--- config.mk ---
export PLATFORM = sky130hd
export DESIGN_NAME = dac_alu
export DESIGN_NICKNAME = d
export VERILOG_FILES = /design/src/dac_pkg.sv /design/src/dac_dp_if.sv /design/src/dac_adjust.sv /design/src/dac_flag_calc.sv /design/src/dac_alu.sv
export VERILOG_INCLUDE_DIRS = /design/src
export SDC_FILE = /design/constraint.sdc
export NUM_CORES = 1
export LEC_CHECK = 0
export BUFFER_PORTS_ARGS = -buffer_cell sky130_fd_sc_hd__buf_2
export CAP_MARGIN = 30
export CORE_MARGIN = 2
export CORE_UTILIZATION = 56
export CTS_CLUSTER_DIAMETER = 80
export DETAILED_ROUTE_END_ITERATION = 10
export GPL_TIMING_DRIVEN = 0
export PLACE_DENSITY = 0.82
export REMOVE_ABC_BUFFERS = 1
export SYNTH_ARGS = -nofsm -noshare
export SYNTH_HDL_FRONTEND = slang
export SYNTH_HIERARCHICAL = 1
export SYNTH_SLANG_ARGS = --single-unit
--- constraint.sdc ---
create_clock -name mclk -period 11.6 [get_ports mclk]
set_clock_uncertainty 0.2 [all_clocks]
set_input_delay 0.58 -clock mclk [delete_from_list [all_inputs] [get_ports mclk]]
set_output_delay 0.58 -clock mclk [all_outputs]
set_load 0.01 [all_outputs]
--- src/dac_cfg.svh ---
// Register map, field positions, reset values and datapath constants
`ifndef DAC_CFG_SVH
`define DAC_CFG_SVH
`define DAC_AW 3
`define DAC_DW 16
`define DAC_OFF_CMD 3'h0
`define DAC_OFF_FLAGS 3'h1
`define DAC_OFF_ACC 3'h2
`define DAC_OFF_DEST 3'h3
`define DAC_OFF_SRC 3'h4
`define DAC_OFF_STAT 3'h5
`define DAC_CMD_OP_MSB 2
`define DAC_CMD_OP_LSB 0
`define DAC_CMD_WIDE 3
`define DAC_CMD_PAIR_MSB 6
`define DAC_CMD_PAIR_LSB 4
`define DAC_STAT_REFUSED 4
`define DAC_FB_CF 0
`define DAC_FB_PF 2
`define DAC_FB_AF 4
`define DAC_FB_ZF 6
`define DAC_FB_SF 7
`define DAC_FB_TF 8
`define DAC_FB_IF 9
`define DAC_FB_DF 10
`define DAC_FB_OF 11
`define DAC_FLAGS_MASK 16'h0fd5
`define DAC_FLAGS_RST 16'h0000
`define DAC_WORD_RST 16'h0000
`define DAC_NIB_MASK 8'h0f
`define DAC_NIB_MAX 4'h9
`define DAC_ADJ_SIX 8'h06
`define DAC_TEN 8'h0a
`endif

--- src/dac_pkg.sv ---
// Operation and operand pairing types of the adjust and add-with-carry slice
package dac_pkg;
	typedef enum logic [2:0] {
		DAC_OP_ADJ_ADD = 3'b000,
		DAC_OP_ADJ_SUB = 3'b001,
		DAC_OP_ADJ_DIV = 3'b010,
		DAC_OP_ADJ_MUL = 3'b011,
		DAC_OP_ADC = 3'b100
	} dac_op_t;
	typedef enum logic [2:0] {
		DAC_PAIR_REG_REG = 3'b000,
		DAC_PAIR_REG_MEM = 3'b001,
		DAC_PAIR_MEM_REG = 3'b010,
		DAC_PAIR_REG_IMM = 3'b011,
		DAC_PAIR_MEM_IMM = 3'b100,
		DAC_PAIR_ACC_IMM = 3'b101
	} dac_pair_t;
endpackage : dac_pkg

--- src/dac_dp_if.sv ---
// Datapath signals between the core, the adjust unit and the flag unit
`timescale 1ns/10ps
`default_nettype none
interface dac_dp_if;
	dac_pkg::dac_op_t op;
	logic [15:0] acc;
	logic af_in;
	logic [15:0] adj_acc;
	logic adj_af;
	logic [15:0] res;
	logic wide;
	logic pf;
	logic sf;
	logic zf;
	modport adj (input op, input acc, input af_in, output adj_acc, output adj_af);
	modport flg (input res, input wide, output pf, output sf, output zf);
	modport core (output op, output acc, output af_in, output res, output wide,
		input adj_acc, input adj_af, input pf, input sf, input zf);
endinterface : dac_dp_if
`default_nettype wire

--- src/dac_adjust.sv ---
// Unpacked decimal adjust unit for the accumulator byte pair
`timescale 1ns/10ps
`default_nettype none
`include "dac_cfg.svh"
module dac_adjust (
	// Datapath
	dac_dp_if.adj dp
);
	import dac_pkg::*;

	function automatic logic nib_over(input logic [7:0] lo, input logic af);
		nib_over = ((lo & `DAC_NIB_MASK) > {4'h0, `DAC_NIB_MAX}) || af;
	endfunction : nib_over

	logic [7:0] lo;
	logic [7:0] hi;
	logic [15:0] prod;

	assign lo = dp.acc[7:0];
	assign hi = dp.acc[15:8];
	assign prod = hi * `DAC_TEN;

	always_comb begin
		dp.adj_acc = dp.acc;
		dp.adj_af = dp.af_in;
		unique case (dp.op)
			DAC_OP_ADJ_ADD: begin
				// Add six and carry into high byte
				if (nib_over(lo, dp.af_in)) begin // [RULE1]
					dp.adj_acc = {hi + 8'h01, (lo + `DAC_ADJ_SIX) & `DAC_NIB_MASK};
					dp.adj_af = 1'b1;
				end else begin
					dp.adj_acc = {hi, lo & `DAC_NIB_MASK};
					dp.adj_af = 1'b0;
				end
			end
			DAC_OP_ADJ_SUB: begin
				// Subtract six and borrow from high byte
				if (nib_over(lo, dp.af_in)) begin // [RULE2]
					dp.adj_acc = {hi - 8'h01, (lo - `DAC_ADJ_SIX) & `DAC_NIB_MASK};
					dp.adj_af = 1'b1;
				end else begin
					dp.adj_acc = {hi, lo & `DAC_NIB_MASK};
					dp.adj_af = 1'b0;
				end
			end
			DAC_OP_ADJ_DIV: begin
				dp.adj_acc = {8'h00, prod[7:0] + lo}; // [RULE3]
			end
			DAC_OP_ADJ_MUL: begin
				dp.adj_acc = {lo / `DAC_TEN, lo % `DAC_TEN}; // [RULE4]
			end
			default: begin
				dp.adj_acc = dp.acc;
			end
		endcase
	end
endmodule : dac_adjust
`default_nettype wire

--- src/dac_flag_calc.sv ---
// Parity, sign and zero flag generation for byte or word results
`timescale 1ns/10ps
`default_nettype none
module dac_flag_calc (
	// Datapath
	dac_dp_if.flg dp
);
	import dac_pkg::*;

	function automatic logic even_ones(input logic [7:0] v);
		even_ones = ~(^v);
	endfunction : even_ones

	assign dp.pf = even_ones(dp.res[7:0]); // [RULE11]
	assign dp.sf = dp.wide ? dp.res[15] : dp.res[7];
	assign dp.zf = dp.wide ? (dp.res == 16'h0000) : (dp.res[7:0] == 8'h00);
endmodule : dac_flag_calc
`default_nettype wire

--- src/dac_alu.sv ---
// Decimal adjust and add-with-carry datapath slice with register port
//
// Design decisions made here: the address map and the strobed register port.
`timescale 1ns/10ps
`default_nettype none
`include "dac_cfg.svh"
// Behaviour
// RULE1: Adjust after add adds six to a low byte whose low nibble exceeds nine or when aux carry is set, bumps the high byte, sets aux carry, copies it to carry and masks the low byte to its low nibble.
// RULE2: Adjust after subtract does the same with six subtracted and the high byte decremented.
// RULE3: Adjust before divide loads the low byte with high byte times ten plus low byte and clears the high byte.
// RULE4: Adjust after multiply loads the high byte with low byte divided by ten and the low byte with the remainder.
// RULE5: Add-with-carry sums destination and source, byte or word, plus the carry flag, and writes the destination.
// RULE6: Add-with-carry accepts the six register, memory, immediate and accumulator operand pairings.
// RULE7: Add-with-carry treats signed and unsigned alike and updates aux carry, carry, overflow, parity, sign and zero.
// RULE8: Divide and multiply adjusts update parity, sign and zero from the low byte only.
// RULE9: Add and subtract adjusts update only aux carry and carry.
// RULE10: No operation here alters the direction, interrupt enable or single step flags.
// RULE11: Parity is set when the low eight result bits hold an even count of ones.
// RULE12: Add-with-carry aux carry marks a carry out of the low four result bits.
// RULE13: Add-with-carry carry marks a carry out of the operand's top bit.
// RULE14: Flags left undefined by an operation keep their prior values.
module dac_alu (
	// Clock and reset
	input wire logic mclk,
	input wire logic reset,
	// Register port
	input wire logic [`DAC_AW-1:0] reg_addr,
	input wire logic [`DAC_DW-1:0] reg_wdata,
	input wire logic reg_wr,
	input wire logic reg_rd,
	output logic [`DAC_DW-1:0] reg_rdata,
	// Core status
	output logic [`DAC_DW-1:0] flag_word,
	output dac_pkg::dac_op_t last_op
);
	import dac_pkg::*;

	function automatic logic hit(input logic [`DAC_AW-1:0] a, input logic [`DAC_AW-1:0] off);
		hit = (a == off);
	endfunction : hit

	function automatic logic pair_legal(input logic [2:0] p);
		pair_legal = (p <= DAC_PAIR_ACC_IMM);
	endfunction : pair_legal

	dac_dp_if dp ();

	logic [15:0] acc_q;
	logic [15:0] acc_d;
	logic [15:0] dest_q;
	logic [15:0] dest_d;
	logic [15:0] src_q;
	logic [15:0] flags_q;
	logic [15:0] flags_d;
	logic refused_q;
	logic last_wide_q;
	dac_op_t last_op_q;
	logic [15:0] rdata_q;

	logic cmd_go;
	logic cmd_ok;
	dac_op_t cmd_op;
	logic cmd_wide;
	logic [2:0] cmd_pair;
	logic to_acc;
	logic cf_in;
	logic [15:0] opd_a;
	logic [16:0] sum_w;
	logic [8:0] sum_b;
	logic [15:0] adc_res;
	logic adc_cf;
	logic adc_af;
	logic adc_of;
	logic a_msb;
	logic b_msb;
	logic r_msb;

	// Command decode
	assign cmd_go = reg_wr && hit(reg_addr, `DAC_OFF_CMD);
	assign cmd_op = dac_op_t'(reg_wdata[`DAC_CMD_OP_MSB:`DAC_CMD_OP_LSB]);
	assign cmd_wide = reg_wdata[`DAC_CMD_WIDE];
	assign cmd_pair = reg_wdata[`DAC_CMD_PAIR_MSB:`DAC_CMD_PAIR_LSB];

	always_comb begin
		unique case (cmd_op)
			DAC_OP_ADJ_ADD, DAC_OP_ADJ_SUB, DAC_OP_ADJ_DIV, DAC_OP_ADJ_MUL: begin
				cmd_ok = 1'b1;
			end
			DAC_OP_ADC: begin
				cmd_ok = pair_legal(cmd_pair); // [RULE6]
			end
			default: begin
				cmd_ok = 1'b0;
			end
		endcase
	end

	// Accumulator pairing writes the accumulator, others the destination
	assign to_acc = (cmd_pair == DAC_PAIR_ACC_IMM); // [RULE6]
	assign opd_a = to_acc ? acc_q : dest_q;
	assign cf_in = flags_q[`DAC_FB_CF];

	// Add with carry, same adder for signed and unsigned
	assign sum_w = {1'b0, opd_a} + {1'b0, src_q} + {16'h0000, cf_in}; // [RULE5] [RULE7]
	assign sum_b = {1'b0, opd_a[7:0]} + {1'b0, src_q[7:0]} + {8'h00, cf_in}; // [RULE5]
	assign adc_res = cmd_wide ? sum_w[15:0] : {opd_a[15:8], sum_b[7:0]};
	assign adc_cf = cmd_wide ? sum_w[16] : sum_b[8]; // [RULE13]
	assign adc_af = opd_a[4] ^ src_q[4] ^ adc_res[4]; // [RULE12]
	assign a_msb = cmd_wide ? opd_a[15] : opd_a[7];
	assign b_msb = cmd_wide ? src_q[15] : src_q[7];
	assign r_msb = cmd_wide ? adc_res[15] : adc_res[7];
	assign adc_of = (a_msb == b_msb) && (r_msb != a_msb); // [RULE7]

	// Shared datapath units
	assign dp.op = cmd_op;
	assign dp.acc = acc_q;
	assign dp.af_in = flags_q[`DAC_FB_AF];
	assign dp.res = (cmd_op == DAC_OP_ADC) ? adc_res : dp.adj_acc;
	assign dp.wide = (cmd_op == DAC_OP_ADC) && cmd_wide;

	dac_adjust u_adjust (
		.dp(dp.adj)
	);

	dac_flag_calc u_flag_calc (
		.dp(dp.flg)
	);

	// Accumulator next value
	always_comb begin
		acc_d = acc_q;
		if (reg_wr && hit(reg_addr, `DAC_OFF_ACC)) begin
			acc_d = reg_wdata;
		end else if (cmd_go && cmd_ok) begin
			if (cmd_op == DAC_OP_ADC) begin
				if (to_acc) begin
					acc_d = adc_res; // [RULE5]
				end
			end else begin
				acc_d = dp.adj_acc; // [RULE1] [RULE2] [RULE3] [RULE4]
			end
		end
	end

	// Destination next value
	always_comb begin
		dest_d = dest_q;
		if (reg_wr && hit(reg_addr, `DAC_OFF_DEST)) begin
			dest_d = reg_wdata;
		end else if (cmd_go && cmd_ok && cmd_op == DAC_OP_ADC && !to_acc) begin
			dest_d = adc_res; // [RULE5]
		end
	end

	// Flag word next value; untouched bits keep prior values
	always_comb begin
		flags_d = flags_q; // [RULE10] [RULE14]
		if (reg_wr && hit(reg_addr, `DAC_OFF_FLAGS)) begin
			flags_d = reg_wdata & `DAC_FLAGS_MASK;
		end else if (cmd_go && cmd_ok) begin
			unique case (cmd_op)
				DAC_OP_ADJ_ADD, DAC_OP_ADJ_SUB: begin
					flags_d[`DAC_FB_AF] = dp.adj_af; // [RULE9]
					flags_d[`DAC_FB_CF] = dp.adj_af; // [RULE1] [RULE2]
				end
				DAC_OP_ADJ_DIV, DAC_OP_ADJ_MUL: begin
					flags_d[`DAC_FB_PF] = dp.pf; // [RULE8]
					flags_d[`DAC_FB_SF] = dp.sf;
					flags_d[`DAC_FB_ZF] = dp.zf;
				end
				DAC_OP_ADC: begin
					flags_d[`DAC_FB_AF] = adc_af; // [RULE7]
					flags_d[`DAC_FB_CF] = adc_cf;
					flags_d[`DAC_FB_OF] = adc_of;
					flags_d[`DAC_FB_PF] = dp.pf;
					flags_d[`DAC_FB_SF] = dp.sf;
					flags_d[`DAC_FB_ZF] = dp.zf;
				end
				default: begin
					flags_d = flags_q;
				end
			endcase
		end
	end

	// Accumulator register
	always_ff @(posedge mclk) begin
		if (reset) begin
			acc_q <= `DAC_WORD_RST;
		end else begin
			acc_q <= acc_d;
		end
	end

	// Destination register
	always_ff @(posedge mclk) begin
		if (reset) begin
			dest_q <= `DAC_WORD_RST;
		end else begin
			dest_q <= dest_d;
		end
	end

	// Source register
	always_ff @(posedge mclk) begin
		if (reset) begin
			src_q <= `DAC_WORD_RST;
		end else if (reg_wr && hit(reg_addr, `DAC_OFF_SRC)) begin
			src_q <= reg_wdata;
		end
	end

	// Flag register
	always_ff @(posedge mclk) begin
		if (reset) begin
			flags_q <= `DAC_FLAGS_RST;
		end else begin
			flags_q <= flags_d;
		end
	end

	// Command status; a refusal wins over a clear
	always_ff @(posedge mclk) begin
		if (reset) begin
			refused_q <= 1'b0;
			last_op_q <= DAC_OP_ADJ_ADD;
			last_wide_q <= 1'b0;
		end else if (cmd_go) begin
			if (cmd_ok) begin
				last_op_q <= cmd_op;
				last_wide_q <= cmd_wide;
			end else begin
				refused_q <= 1'b1;
			end
		end else if (reg_wr && hit(reg_addr, `DAC_OFF_STAT) && reg_wdata[`DAC_STAT_REFUSED]) begin
			refused_q <= 1'b0;
		end
	end

	// Read data, one cycle after the strobe
	always_ff @(posedge mclk) begin
		if (reset) begin
			rdata_q <= `DAC_WORD_RST;
		end else if (reg_rd) begin
			unique case (reg_addr)
				`DAC_OFF_CMD: rdata_q <= {12'h000, last_wide_q, last_op_q};
				`DAC_OFF_FLAGS: rdata_q <= flags_q;
				`DAC_OFF_ACC: rdata_q <= acc_q;
				`DAC_OFF_DEST: rdata_q <= dest_q;
				`DAC_OFF_SRC: rdata_q <= src_q;
				`DAC_OFF_STAT: rdata_q <= {11'h000, refused_q, 4'h0};
				default: rdata_q <= `DAC_WORD_RST;
			endcase
		end else begin
			rdata_q <= `DAC_WORD_RST;
		end
	end

	assign reg_rdata = rdata_q;
	assign flag_word = flags_q;
	assign last_op = last_op_q;

	logic go_ok;
	logic adj_cond;
	logic [4:0] nib_sum;
	assign go_ok = cmd_go && cmd_ok;
	assign adj_cond = ((acc_q[7:0] & `DAC_NIB_MASK) > {4'h0, `DAC_NIB_MAX}) || flags_q[`DAC_FB_AF];
	// Low nibble sum, carry out of the low four bits
	assign nib_sum = {1'b0, opd_a[3:0]} + {1'b0, src_q[3:0]} + {4'h0, cf_in};
endmodule : dac_alu
`default_nettype wire

==> out/qor.txt, run 1 <==
status -> finished clean
setup slack, reg-to-reg -> 5.20 ns
Crit-path slowest cell -> dfxtp_1
Max Clock Freq -> 156 MHz
number of global-route vias before repair -> 7160
antenna cells -> 0
post-CTS setup buffers -> 0
Leak -> 3.12 nW
synth warn -> 6
Gate power share -> 0.184
width of the die -> 121 µm
Worst R2R Path Depth -> 22
CTS resizes -> 0
Clock Sinks -> 78
clock-pin slew on the worst setup and hold paths -> 0.06 ns
IO Pins -> 58
dpl hpwl -> 17200 µm
first-pass GRT wire length -> 37900 µm
fin. max-slew vios -> 0
layout cell share with drive strength beyond 1 -> 0.138
wire per inst -> 20.1 µm
Port Buffers -> 50
initial antenna violation count -> 0
r2r startpoint -> acc_q[2]$_SDFFE_PP0P_
Synth area leader -> dfxtp_1
maximum clock path buffer count -> 2
count of different cell masters after synthesis -> 111
Main synth FF type -> dfxtp_1
H-tree levels -> 3
FF-to-FF End -> flag_word[2]$_SDFFE_PP0P_
GRT Total Usage -> 0.325
end of the critical path -> flag_word[2]$_SDFFE_PP0P_
# nets final -> 1072
Crit Path Class -> flip-flop to flip-flop
Async S/R FF share, synth -> 0
crit path launch -> acc_q[2]$_SDFFE_PP0P_
Worst Hold Class -> flip-flop to flip-flop
post-DR vias/cell -> 6.86
Fin Setup TNS -> 0 ns
gr ovfl total -> 0
switch share -> 0.294
Pre-antenna DRT Iters -> 6
CTS Buf Count -> 9
RSZ-0062 raised after global routing -> no
fin crit period -> 6.40 ns
Die Y -> 121 µm
Worst Path Max Fanout -> 15
Initial Util -> 0.575
Worst-Margin Slew -> 1.11 ns
Clk pwr share -> 0.412
Syn Std Cell Area -> 7610 µm²
# hold bufs at CTS -> 0
dominant cells by area after synthesis -> dfxtp_1 21%, a21oi_1 6.8%, nand2_1 6.7%
PwrDens -> 86.7 nW/µm²
#FFs+latches synth -> 78
internal power -> 0.495 mW
Final Util -> 0.610
Routability Congestion -> 0.977
ANT nets after route -> 0
DRC Markers -> 0
Die Area -> 14500 µm²
# Max-Cap Violations -> 0
Synth Instances -> 1004
Area growth syn-to-layout -> 6.16%
Synth top area share -> 0.205
Crit path max-delay family -> compound AO/OA/AOI/OAI gates
placed cell areas -> 7780 µm²
CP bufs+invs -> 2
register area share after synthesis -> 0.205
Req. time, crit path -> 11.68 ns
Power Total -> 0.701 mW
sw power -> 0.206 mW
Final Cell Area -> 8080 µm²
CTS tree -> done
Setup violations, final -> 0
Clock Latency Late Sink -> 0.34 ns
Avg Inst Size Synth -> 7.58 µm²
Hold Vio Cnt, Final -> 0
DRT iter0 DRCs -> 1096
wirelength, routed -> 23800 µm
Root Driver -> clkbuf_16
EDFF count, synth -> 0
Site Rows -> 42
Peak VDD IR -> 85.6 µV
Rel. slew slack -> 0.261
Flop pwr share -> 0.404
CP peak stage delay -> 0.87 ns
Crit. End Element -> flip-flop
CP Data Arrival Time -> 6.47 ns
Final Cycle Share -> 0.551
critical path depth -> 22
nature of the critical path startpoint -> flip-flop
detailed-route via count -> 8141
largest net degree at the start of global routing -> 43
worst path cell trace -> inv_1 > ha_1 > nor3b_1 > o21ai_0 > a32oi_1 > o2bb2ai_1 > nor4_1 > or4_2 > a22oi_2 > o31ai_1 > a21boi_0 > o21ai_0 > nand2_1 > o31ai_1 > inv_1 > ha_1 > xnor2_1 > xnor2_1 > mux2i_1 > nor2_1 > a21oi_1 > nor2_1
core area -> 13200 µm²
==> power groups by stage <==
stage          clock network (mW)  registers, mW  logic [mW]
2_1_floorplan                   0          0.285      0.0782
3_3_place_gp                    0          0.288       0.121
3_5_place_dp                    0          0.288       0.124
4_1_cts                     0.290          0.282       0.125
5_1_grt                     0.301          0.283       0.138
6_report                    0.289          0.283       0.129
==> cells in the final DEF (no fill, tap or decap), drive strengths merged, types with 8 or more instances in the layout <==
cell       n
nand4     11
nor3b      9
or3       12
nand3     19
a21oi    108
dfxtp     78
and2       8
clkbuf    12
o21ai     43
mux2i     28
nand2b    10
nor3      26
xnor2     15
o31ai     13
nand2    138
a221oi    16
a22oi     36
a21o      13
a211oi    13
ha        38
nor2      90
a31oi     13
mux2       8
inv       34
o22ai     15
buf       58
a2111oi    8
==> per-layer routing <==
layer  vias to the layer above  part of all wire  GRT usage  wire length (µm)
met2                       519              0.46      0.513             10900
li1                       3737                 -          -                 -
met3                        63              0.11     0.0613              2530
met4                         0             0.027     0.0974               638
met1                      3822              0.41      0.451              9770
met5                         -                 0          0                 0
==> synth_stat cells (all sizes together), types with 7 or more instances <==
library cell,n
o22ai,15
xnor2,15
a221oi,16
mux2,8
and2,8
buf,23
a2111oi,8
a211oi,13
or3,12
a21o,13
mux2i,28
a21oi,108
clkbuf,49
dfxtp,78
nand3,19
o211ai,7
nor2,90
inv,34
nand4,11
a22oi,36
nor3,26
nand2b,10
ha,38
nor3b,9
a31oi,13
o31ai,13
o21ai,43
nand2,138
nor2b,7
xor2,7
==> through the flow <==
stage / hold WS [ns] / cells / worst slack (ns)
3_3_place_gp: 0.260 / 1164 / 5.40
5_1_grt: 0.299 / 1187 / 4.76
3_5_place_dp: 0.272 / 1171 / 5.35
6_report: 0.279 / 1187 / 5.20
4_1_cts: 0.280 / 1186 / 5.37
2_1_floorplan: 0.244 / 938 / 6.41
==> worst register-to-register path, stage by stage (launching register included) <==
cell and delay [ns]:
dfxtp_1 0.87, inv_1 0.30, ha_1 0.33, nor3b_1 0.47, o21ai_0 0.28, a32oi_1 0.39, o2bb2ai_1 0.25, nor4_1 0.08
or4_2 0.70, a22oi_2 0.35, o31ai_1 0.17, a21boi_0 0.15, o21ai_0 0.28, nand2_1 0.13, o31ai_1 0.15, inv_1 0.11
ha_1 0.31, xnor2_1 0.14, xnor2_1 0.29, mux2i_1 0.12, nor2_1 0.12, a21oi_1 0.05, nor2_1 0.09
==> kinds of logic after synthesis <==
family,count (synthesis),synth area share
AO/OA/AOI/OAI,344,0.324
XOR/XNOR,22,0.0253
adder cells (fa/ha/maj),42,0.0730
buffers and inverters,107,0.0718
flip-flops,78,0.205
multiplexers,37,0.0516
other,1,0.000492
AND/OR/NAND/NOR,373,0.249
==> area by class of cell <==
type                    count  area (µm²)
fillers                  1222        5160
inverters                  35         131
clock buffers              12         256
clock inverters             3        43.8
flip-flops and latches     78        1560
multi-input cells         825        5540
repair buffers             58         333
well taps                 176         220
==> registers in the layout, indices dropped and copies added (netlist names) <==
name         flops
acc_q           16
dest_q          16
reg_rdata       16
src_q           16
flag_word        9
last_op          3
last_wide_q      1
refused_q        1
==> worst min path at each step <==
stage	from	cells past startpoint	end	slack (ns)
2_1_floorplan	src_q[0]$_SDFFE_PP0P_	2	src_q[0]$_SDFFE_PP0P_	0.24
3_3_place_gp	dest_q[1]$_SDFFE_PP0P_	2	dest_q[1]$_SDFFE_PP0P_	0.26
3_5_place_dp	src_q[4]$_SDFFE_PP0P_	2	src_q[4]$_SDFFE_PP0P_	0.27
4_1_cts	src_q[4]$_SDFFE_PP0P_	2	src_q[4]$_SDFFE_PP0P_	0.28
5_1_grt	src_q[9]$_SDFFE_PP0P_	2	src_q[9]$_SDFFE_PP0P_	0.30
6_report	src_q[9]$_SDFFE_PP0P_	2	src_q[9]$_SDFFE_PP0P_	0.28
Power figures use the tool's default switching activity.
==> run 2: changes to the inputs <==
==> constraint.sdc (replaced) <==
create_clock -name mclk -period 6.6 [get_ports mclk]
set_clock_uncertainty 0.2 [all_clocks]
set_input_delay 0.33 -clock mclk [delete_from_list [all_inputs] [get_ports mclk]]
set_output_delay 0.33 -clock mclk [all_outputs]
set_load 0.01 [all_outputs]
==> out/qor.txt, run 2 (synthesis gave the netlist of run 1 again) <==
gr ovfl total -> 0
cell count after placement -> 1171
Crit Path Class -> flip-flop to flip-flop
initial antenna violation count -> 0
most common cell after layout, fill and taps aside -> nand2_1
worst slack at placement -> 0.352 ns
Worst Path Max Fanout -> 15
CTS tree -> done
detailed-route via count -> 8132
Rel. slew slack -> 0.276
Final Cycle Share -> 0.913
Die Area -> 14500 µm²
Die Y -> 121 µm
Final Cell Area -> 8090 µm²
CP Data Arrival Time -> 6.10 ns
highest-count cells in the layout ignoring fill and taps -> 135 x nand2_1, 103 x a21oi_1, 88 x nor2_1
Pre-antenna DRT Iters -> 7
status -> finished clean
PwrDens -> 152 nW/µm²
wire per inst -> 20.1 µm
Req. time, crit path -> 6.68 ns
nature of the critical path startpoint -> flip-flop
Multi-input gate area -> 5540 µm²
flip-flop and latch area -> 1560 µm²
first-pass GRT wire length -> 37900 µm
Final Util -> 0.611
# Max-Cap Violations -> 0
DRC Markers -> 0
wirelength, routed -> 23900 µm
dpl hpwl -> 17200 µm
GRT Total Usage -> 0.325
largest net degree at the start of global routing -> 43
CTS resizes -> 0
layout cell share with drive strength beyond 1 -> 0.140
WHS -> 0.0567 ns
filler instances -> 1221
final std cells w/o fill -> 1187
Max Clock Freq -> 166 MHz
maximum clock path buffer count -> 2
H-tree levels -> 3
number of global-route vias before repair -> 7160
Crit. End Element -> flip-flop
Initial Util -> 0.575
Setup violations, final -> 0
Site Rows -> 42
fin. max-slew vios -> 0
CTS Buf Count -> 9
width of the die -> 121 µm
# nets final -> 1072
# hold bufs at CTS -> 0
IO Pins -> 58
placed cell areas -> 7780 µm²
Port Buffers -> 50
fin crit period -> 6.03 ns
Peak VDD IR -> 150 µV
Worst-Margin Slew -> 1.09 ns
post-DR vias/cell -> 6.85
Leak -> 3.12 nW
Root Driver -> clkbuf_16
Area growth syn-to-layout -> 6.19%
Setup WS post-layout -> 0.572 ns
clock-pin slew on the worst setup and hold paths -> 0.06 ns
Fin Setup TNS -> 0 ns
ANT nets after route -> 0
antenna cells -> 0
Power Total -> 1.23 mW
Clock Latency Late Sink -> 0.34 ns
Worst Hold Class -> input port to flip-flop
Routability Congestion -> 0.977
post-CTS setup buffers -> 0
Clock Sinks -> 78
Hold Vio Cnt, Final -> 0
core area -> 13200 µm²
DRT iter0 DRCs -> 1094
RSZ-0062 raised after global routing -> no
## run 2: final cells by class
type                       count  area share
clock inverter                 3     0.00542
inverter                      35      0.0162
multi-input combinational    825       0.685
timing repair buffer          58      0.0412
sequential                    78       0.193
clock buffer                  12      0.0317
tap                          176      0.0272
## run 2: where the power goes
part,total [mW],switching (mW),leakage [nW],internal (mW)
clock,0.507,0.195,0.149,0.312
combinational,0.227,0.149,2.34,0.0780
sequential,0.497,0.0172,0.631,0.480
## run 2: routing by layer
metal	track usage	wire length, µm	up-vias
li1	-	-	3732
met1	0.451	9810	3799
met2	0.513	10800	526
met3	0.0613	2560	75
met4	0.0974	731	0
met5	0	0	-
## run 2: final timing paths
path	cells after the start	slack [ns]	endpoint	startpoint
min reg2reg	2	0.28	src_q[9]$_SDFFE_PP0P_	src_q[9]$_SDFFE_PP0P_
max reg2reg	22	0.57	flag_word[2]$_SDFFE_PP0P_	acc_q[2]$_SDFFE_PP0P_
max	22	0.57	flag_word[2]$_SDFFE_PP0P_	acc_q[2]$_SDFFE_PP0P_
min	3	0.06	src_q[13]$_SDFFE_PP0P_	reg_wdata[13]
## run 2: worst max-delay path, stage by stage, from the launching register on
cell and delay [ns]:
dfxtp_2 0.61, inv_1 0.22, ha_1 0.29, nor3b_1 0.46, o21ai_0 0.28, a32oi_1 0.39
o2bb2ai_1 0.25, nor4_1 0.07, or4_2 0.70, a22oi_2 0.36, o31ai_1 0.17, a21boi_0 0.15
o21ai_0 0.28, nand2_1 0.13, o31ai_1 0.15, inv_1 0.12, ha_1 0.32, xnor2_1 0.14
xnor2_1 0.29, mux2i_1 0.12, nor2_1 0.12, a21oi_1 0.05, nor2_1 0.09
